`src/rtl/msq_defines.svh`:
```
`ifndef MSQ_DEFINES_SVH
`define MSQ_DEFINES_SVH

// Conversion clock periods spent sampling after start
`define MSQ_SAMPLE_CYCLES  6'h20
// Abort window measured from start in conversion clock periods
`define MSQ_ABORT_WINDOW   7'h40
// Result width and channel address width
`define MSQ_RESULT_BITS    8
`define MSQ_CHAN_BITS      3
// Weight of the first bit trial
`define MSQ_FIRST_WEIGHT   8'h80
// Output latch value after a start clears it
`define MSQ_RESULT_RESET   8'h00

`endif

```
`src/rtl/msq_pkg.sv`:
```
package msq_pkg;

   typedef enum logic [3:0]
   {
      MSQ_IDLE   = 4'b0001,
      MSQ_SAMPLE = 4'b0010,
      MSQ_TRIAL  = 4'b0100,
      MSQ_DONE   = 4'b1000
   } msq_state_t;

endpackage

```
`src/rtl/msq_trial_if.sv`:
```
`timescale 1ns/1ps
// Bit trial handshake between the sequencer and the trial engine
interface msq_trial_if;
   logic       clear;
   logic       step;
   logic       above;
   logic [7:0] weight;
   logic [7:0] code;
   logic       last;

   modport ctrl
   (
      output clear,
      output step,
      output above,
      input  weight,
      input  code,
      input  last
   );

   modport engine
   (
      input  clear,
      input  step,
      input  above,
      output weight,
      output code,
      output last
   );
endinterface

```
`src/rtl/msq_bit_trial.sv`:
```
`timescale 1ns/1ps
`include "msq_defines.svh"
module msq_bit_trial
   import msq_pkg::*;
(
   input  wire logic clk_i,
   input  wire logic rst_i,
   msq_trial_if.engine trial
);

   typedef struct packed
   {
      logic [7:0] weight;
      logic [7:0] code;
   } msq_trial_state_t;

   msq_trial_state_t st_reg;
   msq_trial_state_t st_next;

   // Weight walks from the top bit down, one trial per step
   always_comb
   begin
      st_next = st_reg;
      if (trial.clear)
      begin
         st_next.weight = `MSQ_FIRST_WEIGHT;
         st_next.code   = 8'h00;
      end
      else if (trial.step && (st_reg.weight != 8'h00))
      begin
         if (trial.above)
            st_next.code = st_reg.code | st_reg.weight;
         st_next.weight = st_reg.weight >> 1;
      end
   end

   // State register
   always_ff @(posedge clk_i)
   begin
      if (rst_i)
         st_reg <= '{weight: 8'h00, code: 8'h00};
      else
         st_reg <= st_next;
   end

   assign trial.weight = st_reg.weight;
   assign trial.code   = st_reg.code;
   assign trial.last   = (st_reg.weight == 8'h01);

   AST_WEIGHT_HALVES: assert property (@(posedge clk_i) disable iff (rst_i)
      (trial.step && !trial.clear && st_reg.weight != 8'h00) |=> (st_reg.weight == $past(st_reg.weight) >> 1))
      else $error("Trial weight did not halve");

   AST_KEEP_BIT: assert property (@(posedge clk_i) disable iff (rst_i)
      (trial.step && !trial.clear && trial.above && st_reg.weight != 8'h00)
      |=> ((st_reg.code & $past(st_reg.weight)) != 8'h00))
      else $error("Bit not recorded for high comparator");

endmodule

```
`src/rtl/msq_sequencer.sv`:
```
// How it works
// - Route one of eight inputs by address.
// - Address captured on strobe rising edge.
// - Start rising edge clears output latch.
// - Sample 32 clocks after start edge.
// - Early new start restarts conversion.
// - Aborted result never reaches output latch.
// - Resolve bits from MSB to LSB.
// - Eight trials, then cycle may repeat.
// - Keep bit when node above threshold.
// - Repeat with halved weights down to LSB.
// - Three-bit address decoded to eight selects.
// - Result latch drives three-state outputs.
`timescale 1ns/1ps
`include "msq_defines.svh"
module msq_sequencer
   import msq_pkg::*;
#(
   parameter int SAMPLE_CYCLES = `MSQ_SAMPLE_CYCLES,
   parameter int RESULT_BITS   = `MSQ_RESULT_BITS
)
(
   input  wire logic       CORE_CLK_I,
   input  wire logic       RST_I,
   input  wire logic [2:0] CHAN_ADDR_I,
   input  wire logic       ADDR_LOAD_I,
   input  wire logic       START_I,
   input  wire logic       OUT_ENABLE_I,
   input  wire logic       COMP_ABOVE_I,
   output logic      [7:0] CHAN_SEL_O,
   output logic            SAMPLE_O,
   output logic      [7:0] TRIAL_WEIGHT_O,
   output logic      [7:0] RESULT_O,
   output logic      [7:0] RESULT_OE_O,
   output logic            EOC_O
);

   // Logic is built for eight result bits and a six-bit sample counter
   if (RESULT_BITS != `MSQ_RESULT_BITS || SAMPLE_CYCLES < 1 || SAMPLE_CYCLES > 63)
   begin : g_bad_params
      $error("Unsupported sequencer parameters");
   end

   typedef struct packed
   {
      msq_state_t state;
      logic [5:0] count;
      logic [2:0] addr;
      logic       load_d;
      logic       start_d;
      logic [7:0] result;
      logic       eoc;
   } msq_seq_state_t;

   msq_seq_state_t st_reg;
   msq_seq_state_t st_next;

   // Trial handshake to the engine
   msq_trial_if trial_bus();

   logic start_edge;
   logic load_edge;

   // Delayed copies reset low, matching idle pins, so no false edge
   assign start_edge = START_I & ~st_reg.start_d;
   assign load_edge  = ADDR_LOAD_I & ~st_reg.load_d;

   // Sequence control; a start edge overrides every state
   always_comb
   begin
      st_next         = st_reg;
      st_next.start_d = START_I;
      st_next.load_d  = ADDR_LOAD_I;
      trial_bus.clear = 1'b0;
      trial_bus.step  = 1'b0;
      trial_bus.above = COMP_ABOVE_I;
      if (load_edge)
         st_next.addr = CHAN_ADDR_I;
      if (start_edge)
      begin
         st_next.result  = `MSQ_RESULT_RESET;
         st_next.eoc     = 1'b0;
         st_next.count   = 6'h00;
         st_next.state   = MSQ_SAMPLE;
         trial_bus.clear = 1'b1;
      end
      else
      begin
         case (st_reg.state)
            MSQ_IDLE:
               st_next.state = MSQ_IDLE;
            MSQ_SAMPLE:
            begin
               if (st_reg.count == 6'(SAMPLE_CYCLES - 1))
                  st_next.state = MSQ_TRIAL;
               else
                  st_next.count = st_reg.count + 6'h01;
            end
            MSQ_TRIAL:
            begin
               trial_bus.step = 1'b1;
               if (trial_bus.last)
                  st_next.state = MSQ_DONE;
            end
            MSQ_DONE:
            begin
               st_next.result = trial_bus.code;
               st_next.eoc    = 1'b1;
               st_next.state  = MSQ_IDLE;
            end
            default:
               st_next.state = MSQ_IDLE;
         endcase
      end
   end

   // State register
   always_ff @(posedge CORE_CLK_I)
   begin
      if (RST_I)
         st_reg <= '{state: MSQ_IDLE, count: 6'h00, addr: 3'h0, load_d: 1'b0,
                     start_d: 1'b0, result: `MSQ_RESULT_RESET, eoc: 1'b0};
      else
         st_reg <= st_next;
   end

   msq_bit_trial u_trial
   (
      .clk_i (CORE_CLK_I),
      .rst_i (RST_I),
      .trial (trial_bus.engine)
   );

   always_comb
   begin
      CHAN_SEL_O = 8'h00;
      CHAN_SEL_O[st_reg.addr] = 1'b1;
   end

   assign SAMPLE_O       = (st_reg.state == MSQ_SAMPLE);
   assign TRIAL_WEIGHT_O = (st_reg.state == MSQ_TRIAL) ? trial_bus.weight : 8'h00;
   assign RESULT_O       = st_reg.result;
   assign RESULT_OE_O    = {8{OUT_ENABLE_I}};
   assign EOC_O          = st_reg.eoc;

   AST_START_CLEARS: assert property (@(posedge CORE_CLK_I) disable iff (RST_I)
      start_edge |=> (RESULT_O == 8'h00 && !EOC_O))
      else $error("Start did not clear latch");

   AST_SAMPLE_LEN: assert property (@(posedge CORE_CLK_I) disable iff (RST_I)
      (start_edge ##1 (!start_edge)[*8] ##1 (!start_edge)[*8] ##1 (!start_edge)[*8] ##1 (!start_edge)[*8])
      |-> (SAMPLE_O ##1 !SAMPLE_O))
      else $error("Sampling length wrong");

   AST_RESTART: assert property (@(posedge CORE_CLK_I) disable iff (RST_I)
      start_edge |=> (SAMPLE_O && st_reg.count == 6'h00))
      else $error("Start did not restart sequence");

   AST_NO_PARTIAL: assert property (@(posedge CORE_CLK_I) disable iff (RST_I)
      (st_reg.state == MSQ_SAMPLE || st_reg.state == MSQ_TRIAL) |-> (RESULT_O == 8'h00 && !EOC_O))
      else $error("Result leaked during conversion");

   AST_EIGHT_TRIALS: assert property (@(posedge CORE_CLK_I) disable iff (RST_I)
      ($rose(st_reg.state == MSQ_TRIAL) ##0 (!start_edge)[*8]) |=> (st_reg.state == MSQ_DONE))
      else $error("Trial count wrong");

   AST_EOC_SET: assert property (@(posedge CORE_CLK_I) disable iff (RST_I)
      (st_reg.state == MSQ_DONE && !start_edge) |=> (EOC_O && RESULT_O == $past(trial_bus.code)))
      else $error("End of conversion not flagged");

   AST_ONE_HOT: assert property (@(posedge CORE_CLK_I) disable iff (RST_I)
      $onehot(CHAN_SEL_O))
      else $error("Channel select not one-hot");

   AST_ADDR_LOAD: assert property (@(posedge CORE_CLK_I) disable iff (RST_I)
      load_edge |=> (CHAN_SEL_O == (8'h01 << $past(CHAN_ADDR_I))))
      else $error("Address not captured");

   AST_ADDR_HOLD: assert property (@(posedge CORE_CLK_I) disable iff (RST_I)
      !load_edge |=> $stable(CHAN_SEL_O))
      else $error("Channel select changed without strobe");

   AST_EOC_HOLDS: assert property (@(posedge CORE_CLK_I) disable iff (RST_I)
      (EOC_O && !start_edge) |=> (EOC_O && $stable(RESULT_O)))
      else $error("Result or end flag dropped early");

   AST_FIRST_WEIGHT: assert property (@(posedge CORE_CLK_I) disable iff (RST_I)
      $rose(st_reg.state == MSQ_TRIAL) |-> (TRIAL_WEIGHT_O == `MSQ_FIRST_WEIGHT))
      else $error("First trial weight wrong");

   // one weight per trial, none otherwise
   AST_TRIAL_WEIGHT: assert property (@(posedge CORE_CLK_I) disable iff (RST_I)
      ((st_reg.state == MSQ_TRIAL) ? $onehot(TRIAL_WEIGHT_O) : (TRIAL_WEIGHT_O == 8'h00)))
      else $error("Trial weight not a single bit");

   AST_DONE_AFTER_LAST: assert property (@(posedge CORE_CLK_I) disable iff (RST_I)
      (st_reg.state == MSQ_TRIAL && trial_bus.weight == 8'h01 && !start_edge) |=> (st_reg.state == MSQ_DONE))
      else $error("Done did not follow last trial");

endmodule

```
`config.mk`:
```
export PLATFORM = sky130hd
export DESIGN_NAME = msq_sequencer
export DESIGN_NICKNAME = d
export VERILOG_FILES = /design/src/rtl/msq_pkg.sv /design/src/rtl/msq_trial_if.sv /design/src/rtl/msq_bit_trial.sv /design/src/rtl/msq_sequencer.sv
export VERILOG_INCLUDE_DIRS = /design/src /design/src/rtl
export SDC_FILE = /design/constraint.sdc
export NUM_CORES = 1
export LEC_CHECK = 0
export ABC_CLOCK_PERIOD_IN_PS = 1900
export BUFFER_PORTS_ARGS = -buffer_cell sky130_fd_sc_hd__buf_4
export CORE_AREA = 2 2 63 65
export CTS_CLUSTER_DIAMETER = 30
export DETAILED_ROUTE_END_ITERATION = 12
export DIE_AREA = 0 0 65 67
export PLACE_DENSITY = 0.74
export SLEW_MARGIN = 20
export SYNTH_ARGS = -nofsm -noshare
export SYNTH_HDL_FRONTEND = slang
export SYNTH_SLANG_ARGS = --single-unit
```
`constraint.sdc`:
```
create_clock -name CORE_CLK_I -period 1.9 [get_ports CORE_CLK_I]
set_input_delay 0.19 -clock CORE_CLK_I [delete_from_list [all_inputs] [get_ports CORE_CLK_I]]
set_output_delay 0.19 -clock CORE_CLK_I [all_outputs]
set_load 0.005 [all_outputs]
```
==> Flow_metrics.wiki, run 1 <==
{| class="wikitable"
! Metric !! Value
|-
| Run status || finished clean
|-
| Type of the tightest min-delay check || input pin to flip-flop
|-
| EDFF count, synth || 0
|-
| Number of I/O port buffers || 33
|-
| Y dimension of the die || 67 µm
|-
| Total core area || ~3600 µm²
|-
| Category of the worst setup path launch point || flip-flop
|-
| Number of antenna violations at the first check in global routing || 0
|-
| Crit Reg-Reg Startpoint || st_reg[23]
|-
| Master of the slowest instance on the critical path || sky130_fd_sc_hd__or4b_4
|-
| Unrepaired setup endpoints after global routing || false
|-
| Max Clk Rate || between 600 and 700 MHz
|-
| Register bit count reported by yosys || 40
|-
| Worst slew slack as a fraction of its limit || between 60% and 70%
|-
| CP Data Arrival Time || 1.47 ns
|-
| Setup crit end kind || primary output
|-
| Number of distinct library cells after synthesis || 37
|-
| Sinks on Clock Net || 40
|-
| Filler cell count || about 360
|-
| Weighted congestion reported at the end of routability-driven placement || around 0.78
|-
| Cell count after synthesis || about 210
|-
| Part of the Yosys area used for sequential elements || a little under half
|-
| Worst-path cell chain || or4b_4, clkinv_2, buf_4
|-
| Post-Syn Nets || 216
|-
| Number of warnings issued by yosys || 0
|-
| Area used by multi-input combinational logic || ~760 µm²
|-
| Setup CP Type || flip-flop to primary output
|-
| CTS tree || done
|-
| CTS clock-pin slew for the worst setup and hold paths || approximately 0.070 ns
|-
| Proportion of register bits with asynchronous set or reset after synthesis || 0%
|-
| Crit-path max cell delay || between 0.5 and 0.6 ns
|-
| Max reg flops || 15
|-
| Leading cell types in the layout, fill and taps excluded || 40 x sky130_fd_sc_hd__dfxtp_1, 36 x sky130_fd_sc_hd__buf_4, 33 x sky130_fd_sc_hd__nand2_1, 21 x sky130_fd_sc_hd__a21oi_1, 15 x sky130_fd_sc_hd__nor2_1
|-
| Hold violation total from the final report || 0
|-
| Average routed wire per standard cell || approximately 11 µm
|-
| Cts hold-fix bufs || 0
|-
| Slew Viols, Final || 0
|-
| Main synth FF type || sky130_fd_sc_hd__dfxtp_1
|-
| Number of buffer and inverter instances along the worst setup path || 2
|-
| Largest net degree at the start of global routing || 30
|-
| Post-Route Setup TNS || 0 ns
|-
| Worst supply voltage drop on vdd || 0.000450 V
|-
| Final setup vio count || 0
|-
| Termination of the worst setup path || SAMPLE_O
|-
| Flip-flop and latch area || roughly 800 µm²
|-
| Clk root buf || sky130_fd_sc_hd__clkbuf_8
|-
| Wire length after detailed routing || ~3100 µm
|-
| Remaining design rule violation count || 0
|-
| Htree depth || 2
|-
| Starting density of the core || around half
|-
| RR Endpoint || st_reg[17]
|-
| Largest delay contributor family on the critical path || simple AND/OR/NAND/NOR gates
|-
| Synthesized area per cell || between 8 and 9 µm²
|-
| Via count || about 1.4k
|-
| Layout-stage area growth over the synthesis result || 15.3%
|-
| DP HPWL || 2190 µm
|-
| Met1 routing resource usage after global routing || slightly above 20%
|-
| Cell type with the highest aggregate area in the netlist || sky130_fd_sc_hd__dfxtp_1
|-
| Die X-Extent || 65 µm
|-
| Max clock buf depth || 2
|-
| Lkg Pwr || between 0.8 and 0.9 nW
|-
| Logic depth of the worst path, buffers included || 3
|-
| Final net count || between 200 and 250
|-
| Register-to-register path setup slack || approximately 0.39 ns
|-
| Final period utilization || 87.2%
|-
| Synth Cell Area || 1780 µm²
|-
| IO Pins || 43
|-
| Antenna cell count || 0
|-
| Worst Reg2Reg Path Length in Cells || 4
|-
| Worst path required time || around 1.7 ns
|-
| Count of nets left with antenna violations after detail routing || 0
|-
| Most common cell after layout, fill and taps aside || sky130_fd_sc_hd__dfxtp_1
|-
| Share of final-layout standard cells stronger than drive strength 1 || about 25%
|-
| # resized after CTS || 0
|-
| Cell types occupying the most area after synthesis || sky130_fd_sc_hd__dfxtp_1 45%, sky130_fd_sc_hd__nand2_1 7.0%, sky130_fd_sc_hd__buf_4 6.8%
|-
| Postcts setup bufs || 0
|-
| Inserted Clock Buffers || 5
|-
| Final total power || 1.68 mW
|-
| First-pass GRT wire length || about 5400 µm
|-
| Met3 Usage GRT || 4.90%
|-
| Busiest grt layer || met2
|-
| Standard-cell rows || 22
|-
| Total Routing Usage GR || between 10% and 20%
|-
| Fraction of synthesized cell area taken by the top area cell type || 45.0%
|-
| Slew @ Worst Pin || 0.520 ns
|-
| First-pass detailed-route iteration total || 4
|-
| Min Clock Period, post-route || between 1.5 and 2 ns
|-
| Vias in the first global route || 1,232
|-
| Drt first-iter violations || 55
|-
| Via density per instance || a little over 5
|-
| Post-Route Skew || slightly above 0.003 ns
|-
| Insertion delay of the later-clocked pin in the worst-skew pair || around 0.29 ns
|-
| Maxcap violations || 0
|-
| Top fanout value on the critical path || 8
|-
| Power density over the cells || ~820 nW/µm²
|-
| Die footprint || about 4400 µm²
|-
| Setup crit start || st_reg[23]
|-
| Total global routing overflow || 0
|-
| Met2 routing resource usage after global routing || approximately 26%
|}
## logic make-up (layout without fill, tap and decap cells)
| kind of cell | after synthesis | in the layout | share of synthesized area, % |
|---|---|---|---|
| AOI/OAI and AO/OA | 36 | 36 | 12.2 |
| adders and majority gates | 1 | 1 | 0.703 |
| buffers and inverters | 37 | 53 | 12.4 |
| DFF | 40 | 40 | 45.0 |
| muxes | 6 | 6 | 3.38 |
| and+or+nand+nor | 86 | 86 | 26.4 |
## how the worst min path moves through the flow
stage	startpoint	to	depth (start not counted)
2_1_floorplan	ADDR_LOAD_I	st_reg[10]	1
3_3_place_gp	OUT_ENABLE_I	RESULT_OE_O[6]	0
5_1_grt	ADDR_LOAD_I	st_reg[10]	2
3_5_place_dp	OUT_ENABLE_I	RESULT_OE_O[6]	0
6_report	ADDR_LOAD_I	st_reg[10]	2
4_1_cts	ADDR_LOAD_I	st_reg[10]	2
## Yosys cell counts, drive strengths merged (3+ instances only)
library cell	number
nor2	15
nor2b	4
inv	8
dfxtp	40
a31oi	8
nor3	4
buf	22
nand3b	4
nand2	33
mux2i	6
clkbuf	6
or4b	4
nor3b	3
a21oi	21
## worst reg2reg max path, stage by stage, from the launching register on
cell and delay (ns):
sky130_fd_sc_hd__dfxtp_1 0.35, sky130_fd_sc_hd__or4b_4 0.59, sky130_fd_sc_hd__clkinv_2 0.12, sky130_fd_sc_hd__o2111a_1 0.20
sky130_fd_sc_hd__mux2i_1 0.17
## per-stage QoR
stage	setup WS, ns	std cells	hold slack, ns	util, %	area [µm²]
finish	0.243	270	0.118	56.9	2050
global route	0.159	270	0.109	56.9	2050
CTS	0.237	270	0.115	56.9	2050
detailed placement	0.406	262	0.380	53.4	1920
global placement	0.425	262	0.380	53.4	1920
floorplan	0.492	206	0.318	-	1780
## routing by layer
layer	routed length (µm)	vias to the layer above
li1	-	715
met1	1490	614
met2	1370	36
met3	191	5
met4	48	0
met5	0	-
## power breakdown
group	leakage [nW]	internal [mW]	total (mW)	switching [mW]
Combinational	0.453	0.0401	0.0785	0.0383
Sequential	0.324	0.848	0.863	0.0141
Clock	0.0645	0.463	0.742	0.279
Total	0.842	1.35	1.68	0.331
## layout make-up
type / instances / area share, %
sequential: 40 / 39.0
clock buffer: 7 / 4.70
inverter: 9 / 1.71
tap: 48 / 2.93
timing repair buffer: 36 / 13.2
multi-input combinational: 129 / 37.0
clock inverter: 1 / 1.46
Note: power is estimated with default switching activity, not from simulation.
==> run 2, diff against run 1 <==
--- a/config.mk
+++ b/config.mk
@@ -6,7 +6,7 @@
 export SDC_FILE = /design/constraint.sdc
 export NUM_CORES = 1
 export LEC_CHECK = 0
-export ABC_CLOCK_PERIOD_IN_PS = 1900
+export ABC_CLOCK_PERIOD_IN_PS = 1640
 export BUFFER_PORTS_ARGS = -buffer_cell sky130_fd_sc_hd__buf_4
 export CORE_AREA = 2 2 63 65
 export CTS_CLUSTER_DIAMETER = 30
==> constraint.sdc (replaced) <==
create_clock -name CORE_CLK_I -period 1.64 [get_ports CORE_CLK_I]
set_input_delay 0.164 -clock CORE_CLK_I [delete_from_list [all_inputs] [get_ports CORE_CLK_I]]
set_output_delay 0.164 -clock CORE_CLK_I [all_outputs]
set_load 0.005 [all_outputs]
==> Flow_metrics.wiki, run 2 (synthesis gave the netlist of run 1 again) <==
{| class="wikitable"
! Metric !! Value
|-
| Clk root buf || sky130_fd_sc_hd__clkbuf_8
|-
| Worst slew slack as a fraction of its limit || 77.0% (+12 points)
|-
| Leading cell types in the layout, fill and taps excluded || 43 x sky130_fd_sc_hd__buf_4, 37 x sky130_fd_sc_hd__dfxtp_1, 33 x sky130_fd_sc_hd__nand2_1, 21 x sky130_fd_sc_hd__a21oi_1, 15 x sky130_fd_sc_hd__nor2_1
|-
| Type of the tightest min-delay check || input pin to flip-flop
|-
| Flop pwr share || 59.0% (+7.7 points)
|-
| Master of the slowest instance on the critical path || sky130_fd_sc_hd__or4b_4
|-
| Standard-cell rows || 22 (unchanged)
|-
| Clk network pwr share || 35.3% (-8.8 points)
|-
| Sinks on Clock Net || 40 (unchanged)
|-
| Register-to-register path setup slack || 0.12 ns (-0.27 ns)
|-
| Max Clk Rate || 631 MHz
|-
| CP Data Arrival Time || 1.42 ns (-0.05 ns)
|-
| Number of I/O port buffers || 33 (unchanged)
|-
| Power density over the cells || 822 nW/µm² (+0.20%)
|-
| Weighted congestion reported at the end of routability-driven placement || 0.774 (-0.86%)
|-
| Largest net degree at the start of global routing || 22 (-27%)
|-
| CTS tree || done
|-
| Remaining design rule violation count || 0 (unchanged)
|-
| Post-Route Skew || 0.00336 ns (+0.000272 ns)
|-
| Total Routing Usage GR || 16.8% (+0.54 points)
|-
| Count of nets left with antenna violations after detail routing || 0 (unchanged)
|-
| Die X-Extent || 65 µm (unchanged)
|-
| Unrepaired setup endpoints after global routing || false
|-
| Net switching fraction of the power || 21.9% (+2.3 points)
|-
| Lkg Pwr || 0.855 nW (+1.6%)
|-
| Hold violation total from the final report || 0 (unchanged)
|-
| Layout-stage area growth over the synthesis result || 15.9%
|-
| Wire length after detailed routing || 3370 µm (+8.9%)
|-
| Via count || 1,425 (+4.0%)
|-
| Starting density of the core || 49.3% (unchanged)
|-
| Final total power || 1.70 mW (+0.75%)
|-
| Most common cell after layout, fill and taps aside || sky130_fd_sc_hd__buf_4
|-
| Top fanout value on the critical path || 6 (-2)
|-
| Slew @ Worst Pin || 0.344 ns (-0.176 ns)
|-
| Final period utilization || 96.6%
|-
| Average routed wire per standard cell || 12.2 µm (+6.5%)
|-
| Y dimension of the die || 67 µm (unchanged)
|-
| Inserted Clock Buffers || 5 (unchanged)
|-
| Filler cell count || 353 (-0.84%)
|-
| Htree depth || 2 (unchanged)
|-
| Antenna cell count || 0 (unchanged)
|-
| Run status || finished clean
|-
| Insertion delay of the later-clocked pin in the worst-skew pair || 0.28 ns (about the same)
|-
| Met2 routing resource usage after global routing || 28.0% (+2.2 points)
|-
| Post-Route Setup TNS || 0 ns (unchanged)
|-
| Final net count || 238 (+3.0%)
|-
| Slew Viols, Final || 0 (unchanged)
|-
| Worst-path cell chain || or4b_4, inv_6, buf_4
|-
| Post-route worst hold slack || 0.0990 ns (-0.0186 ns)
|-
| Total global routing overflow || 0 (unchanged)
|-
| Setup CP Type || flip-flop to primary output
|-
| Min Clock Period, post-route || 1.58 ns
|-
| Net switching power || 372 µW (+12%)
|-
| First-pass detailed-route iteration total || 4 (unchanged)
|-
| IO Pins || 43 (unchanged)
|-
| Busiest grt layer || met2
|-
| First-pass GRT wire length || 5640 µm (+5.0%)
|-
| Met1 routing resource usage after global routing || 20.9% (+0.61 points)
|-
| Share of final-layout standard cells stronger than drive strength 1 || 27.6% (+2.9 points)
|-
| Drt first-iter violations || 51 (-7.3%)
|-
| Vias in the first global route || 1,280 (+3.9%)
|-
| Die footprint || 4360 µm² (unchanged)
|-
| Total core area || 3610 µm² (unchanged)
|-
| Worst path required time || 1.48 ns (-0.23 ns)
|-
| Via density per instance || 5.16 (+1.8%)
|-
| Met3 Usage GRT || 5.07% (+0.17 points)
|-
| Setup crit end kind || primary output
|-
| Part of the power in combinational logic || 5.7% (+1.0 points)
|-
| Category of the worst setup path launch point || flip-flop
|-
| Cell-internal power || 1.32 mW (-2.1%)
|-
| Worst supply voltage drop on vdd || 0.000488 V (+8.5%)
|-
| Max reg flops || 15 (unchanged)
|-
| Maxcap violations || 0 (unchanged)
|-
| Final setup vio count || 0 (unchanged)
|-
| Max clock buf depth || 2 (unchanged)
|-
| Crit-path max cell delay || 0.60 ns (about the same)
|-
| CTS clock-pin slew for the worst setup and hold paths || 0.07 ns (about the same)
|-
| DP HPWL || 2300 µm (+4.9%)
|-
| Number of antenna violations at the first check in global routing || 0 (unchanged)
|}
## run 2: cell types whose count changed in the layout (fill, tap and decap cells not counted), sizes merged
cell	before	now
inv	8	9
buf	36	43
bufinv	1	0
clkbuf	7	6
## run 2: worst paths after layout
path	startpoint	endpoint	cells after the start
setup / recovery	st_reg[22]	SAMPLE_O	3
hold / removal	ADDR_LOAD_I	st_reg[10]	2
setup reg to reg	st_reg[22]	st_reg[18]	5
hold reg to reg	RESULT_O[1]	RESULT_O[1]	2
## run 2: power groups by stage
stage	Clock, mW	Combinational (mW)	Sequential [mW]
detailed placement	0	0.0951	1.02
finish	0.598	0.0975	1.00
CTS	0.611	0.0952	0.999
floorplan	0	0.0834	1.01
global route	0.655	0.107	1.00
global placement	0	0.0933	1.02
## run 2: routing by layer
layer | vias up | share of wire, % | routed length (µm)
met5 | - | 0 | 0
li1 | 733 | - | -
met2 | 34 | 47 | 1590
met4 | 0 | 0.80 | 27
met1 | 656 | 47 | 1570
met3 | 2 | 5.6 | 188
## run 2: worst max-delay path: cells and delay by family, from the launching register on
kind / cells / cell delay [ns]
AND/OR/NAND/NOR: 1 / 0.60
flip-flops: 1 / 0.34
buffers and inverters: 2 / 0.19
## run 2: what timing repair did
item / 4_1_cts / 5_1_grt
hold buffers: 0 / 0
setup buffers: 0 / 6
setup endpoints to repair: 0 / 9
gates resized for setup: 0 / 5
## run 2: stage by stage
stage / cells / instance area, µm² / worst slack [ns] / util [%]
2_1_floorplan: 206 / 1780 / 0.232 / -
3_3_place_gp: 263 / 1930 / 0.183 / 53.6
3_5_place_dp: 263 / 1930 / 0.169 / 53.6
4_1_cts: 270 / 2010 / 0.00974 / 55.7
5_1_grt: 276 / 2060 / 0.00963 / 57.2
6_report: 276 / 2060 / 0.0563 / 57.2
## run 2: area by class of cell
class	count	area [µm²]	share of cell area, %
Multi-Input combinational cell	129	758	36.8
Sequential cell	40	805	39.0
Tap cell	48	60.1	2.91
Timing Repair Buffer	43	323	15.7
Clock buffer	6	72.6	3.52
Clock inverter	1	5.00	0.243
Inverter	9	38.8	1.88
==> run 3, diff against run 2 <==
--- a/config.mk
+++ b/config.mk
@@ -12,7 +12,7 @@
 export CTS_CLUSTER_DIAMETER = 30
 export DETAILED_ROUTE_END_ITERATION = 12
 export DIE_AREA = 0 0 65 67
-export PLACE_DENSITY = 0.74
+export PLACE_DENSITY = 0.78
 export SLEW_MARGIN = 20
 export SYNTH_ARGS = -nofsm -noshare
 export SYNTH_HDL_FRONTEND = slang
==> Flow_metrics.wiki, run 3 (synthesis gave the netlist of run 1 again) <==
{| class="wikitable"
! Metric !! Value
|-
| Average routed wire per standard cell || 11.8 µm (-3.6%)
|-
| Register-to-register path setup slack || 0.08 ns (-0.04 ns)
|-
| Starting density of the core || 49.3% (unchanged)
|-
| Slew @ Worst Pin || 0.363 ns (+0.0188 ns)
|-
| Total core area || 3610 µm² (unchanged)
|-
| Leading cell types in the layout, fill and taps excluded || 44 x sky130_fd_sc_hd__buf_4, 39 x sky130_fd_sc_hd__dfxtp_1, 33 x sky130_fd_sc_hd__nand2_1, 21 x sky130_fd_sc_hd__a21oi_1, 15 x sky130_fd_sc_hd__nor2_1
|-
| Crit-path max cell delay || 0.59 ns (about the same)
|-
| Worst path required time || 1.48 ns (about the same)
|-
| Htree depth || 2 (unchanged)
|-
| Post-Route Setup TNS || 0 ns (unchanged)
|-
| Filler cell count || 337 (-4.5%)
|-
| Slew Viols, Final || 0 (unchanged)
|-
| Top fanout value on the critical path || 5 (-1)
|-
| Clk root buf || sky130_fd_sc_hd__clkbuf_8
|-
| Share of final-layout standard cells stronger than drive strength 1 || 27.8% (+0.19 points)
|-
| CP Data Arrival Time || 1.42 ns (about the same)
|-
| Final setup vio count || 0 (unchanged)
|-
| Vias in the first global route || 1,234 (-3.6%)
|-
| Insertion delay of the later-clocked pin in the worst-skew pair || 0.28 ns (about the same)
|-
| Net switching power || 374 µW (+0.63%)
|-
| Total Routing Usage GR || 16.1% (-0.70 points)
|-
| Post-route worst hold slack || 0.0988 ns (-0.000169 ns)
|-
| Die footprint || 4360 µm² (unchanged)
|-
| Largest delay contributor family on the critical path || simple AND/OR/NAND/NOR gates
|-
| Placed Cells || 263 (unchanged)
|-
| Number of buffer and inverter instances along the worst setup path || 2 (unchanged)
|-
| Final net count || 239 (+0.42%)
|-
| Max reg flops || 15 (unchanged)
|-
| Flop pwr share || 51.4% (-7.6 points)
|-
| Worst slack, placed || 0.159 ns (-0.00953 ns)
|-
| First-pass detailed-route iteration total || 4 (unchanged)
|-
| Number of I/O port buffers || 33 (unchanged)
|-
| Total global routing overflow || 0 (unchanged)
|-
| Lkg Pwr || 0.885 nW (+3.5%)
|-
| Summed area of non-filler cells in the final layout || 2110 µm² (+2.5%)
|-
| Standard-cell rows || 22 (unchanged)
|-
| Filler-free cell count of the finished design || 278 (+0.72%)
|-
| Clk network pwr share || 43.6% (+8.3 points)
|-
| First-pass GRT wire length || 5350 µm (-5.0%)
|-
| Antenna cell count || 0 (unchanged)
|-
| Type of the tightest min-delay check || input pin to flip-flop
|-
| Y dimension of the die || 67 µm (unchanged)
|-
| Sinks on Clock Net || 40 (unchanged)
|-
| Setup CP Type || flip-flop to primary output
|-
| Worst slew slack as a fraction of its limit || 75.8% (-1.3 points)
|-
| Master of the slowest instance on the critical path || sky130_fd_sc_hd__or4b_4
|-
| Area after DPL || 1930 µm² (unchanged)
|-
| CTS clock-pin slew for the worst setup and hold paths || 0.07 ns (about the same)
|-
| Setup crit end kind || primary output
|-
| Net switching fraction of the power || 19.2% (-2.7 points)
|-
| Max Clk Rate || 631 MHz (about the same)
|-
| Power density over the cells || 920 nW/µm² (+12%)
|-
| Worst supply voltage drop on vdd || 0.000621 V (+27%)
|-
| Final period utilization || 96.6% (about the same)
|-
| Via density per instance || 5.22 (+1.1%)
|-
| Slack of the critical path || 0.0550 ns (-0.00123 ns)
|-
| Cts hold-fix bufs || 0 (unchanged)
|-
| CTS tree || done
|-
| Hold violation total from the final report || 0 (unchanged)
|-
| Via count || 1,451 (+1.8%)
|-
| Remaining design rule violation count || 0 (unchanged)
|-
| Number of antenna violations at the first check in global routing || 0 (unchanged)
|-
| Cell-internal power || 1.57 mW (+19%)
|-
| Min Clock Period, post-route || 1.58 ns (+0.00123 ns)
|-
| Most common cell after layout, fill and taps aside || sky130_fd_sc_hd__buf_4
|-
| Largest net degree at the start of global routing || 20 (-9.1%)
|-
| Part of the power in combinational logic || 4.9% (-0.8 points)
|-
| Inserted Clock Buffers || 5 (unchanged)
|-
| Max clock buf depth || 2 (unchanged)
|-
| Post-Route Skew || 0.00524 ns (+0.00188 ns)
|-
| Wire length after detailed routing || 3280 µm (-2.9%)
|-
| Weighted congestion reported at the end of routability-driven placement || 0.790 (+2.1%)
|-
| Drt first-iter violations || 97 (+90%)
|-
| Worst-path cell chain || or4b_4, inv_4, buf_4
|-
| Maxcap violations || 0 (unchanged)
|-
| IO Pins || 43 (unchanged)
|-
| Count of nets left with antenna violations after detail routing || 0 (unchanged)
|-
| Die X-Extent || 65 µm (unchanged)
|-
| Layout-stage area growth over the synthesis result || 18.8%
|-
| Category of the worst setup path launch point || flip-flop
|-
| DP HPWL || 2250 µm (-2.2%)
|-
| Unrepaired setup endpoints after global routing || false
|-
| Run status || finished clean
|}
==> run 3: area by class of cell <==
cell class	instances	area, µm²	share of cell area, %
clock buffer	7	96.3	4.56
multi-input combinational	129	758	35.9
sequential	40	802	38.0
tap	48	60.1	2.84
timing repair buffer	44	330	15.6
clock inverter	1	30.0	1.42
inverter	9	36.3	1.72
==> run 3: power groups by stage <==
stage          sequential [mW]  combinational [mW]  clock, mW
3_3_place_gp              1.02              0.0926          0
3_5_place_dp              1.02              0.0946          0
2_1_floorplan             1.01              0.0834          0
4_1_cts                  0.999              0.0953      0.869
5_1_grt                   1.00               0.106      0.932
6_report                  1.00              0.0960      0.848
==> run 3: per-layer routing <==
metal,vias to the layer above,track usage [%],routed length (µm)
met5,-,0,0
met4,0,5.05,27
met3,2,5.57,189
met2,37,26.9,1640
met1,680,19.4,1420
li1,732,-,-
==> run 3: metrics by stage <==
step                util, %  power (mW)
floorplan                 -        1.09
global placement       53.6        1.11
detailed placement     53.6        1.12
CTS                    57.1        1.96
global route           58.6        2.04
finish                 58.6        1.94
==> run 3: worst register-to-register path, cell delays in order, from the launching register on <==
cell and delay, ns:
sky130_fd_sc_hd__dfxtp_1 0.36, sky130_fd_sc_hd__or4b_4 0.59, sky130_fd_sc_hd__inv_4 0.09, sky130_fd_sc_hd__buf_4 0.11, sky130_fd_sc_hd__o2111a_1 0.18, sky130_fd_sc_hd__mux2i_1 0.17
==> run 3: worst paths after layout <==
path | end | depth (start not counted) | startpoint
setup reg to reg | st_reg[17] | 5 | st_reg[20]
hold reg to reg | RESULT_O[4] | 2 | RESULT_O[4]
setup / recovery | SAMPLE_O | 3 | st_reg[20]
hold / removal | st_reg[10] | 2 | ADDR_LOAD_I
==> run 3: repair_timing <==
item                                    CTS  global route
setup buffers                             0             7
gates resized for setup                   0             2
endpoints found under the setup margin    0             8
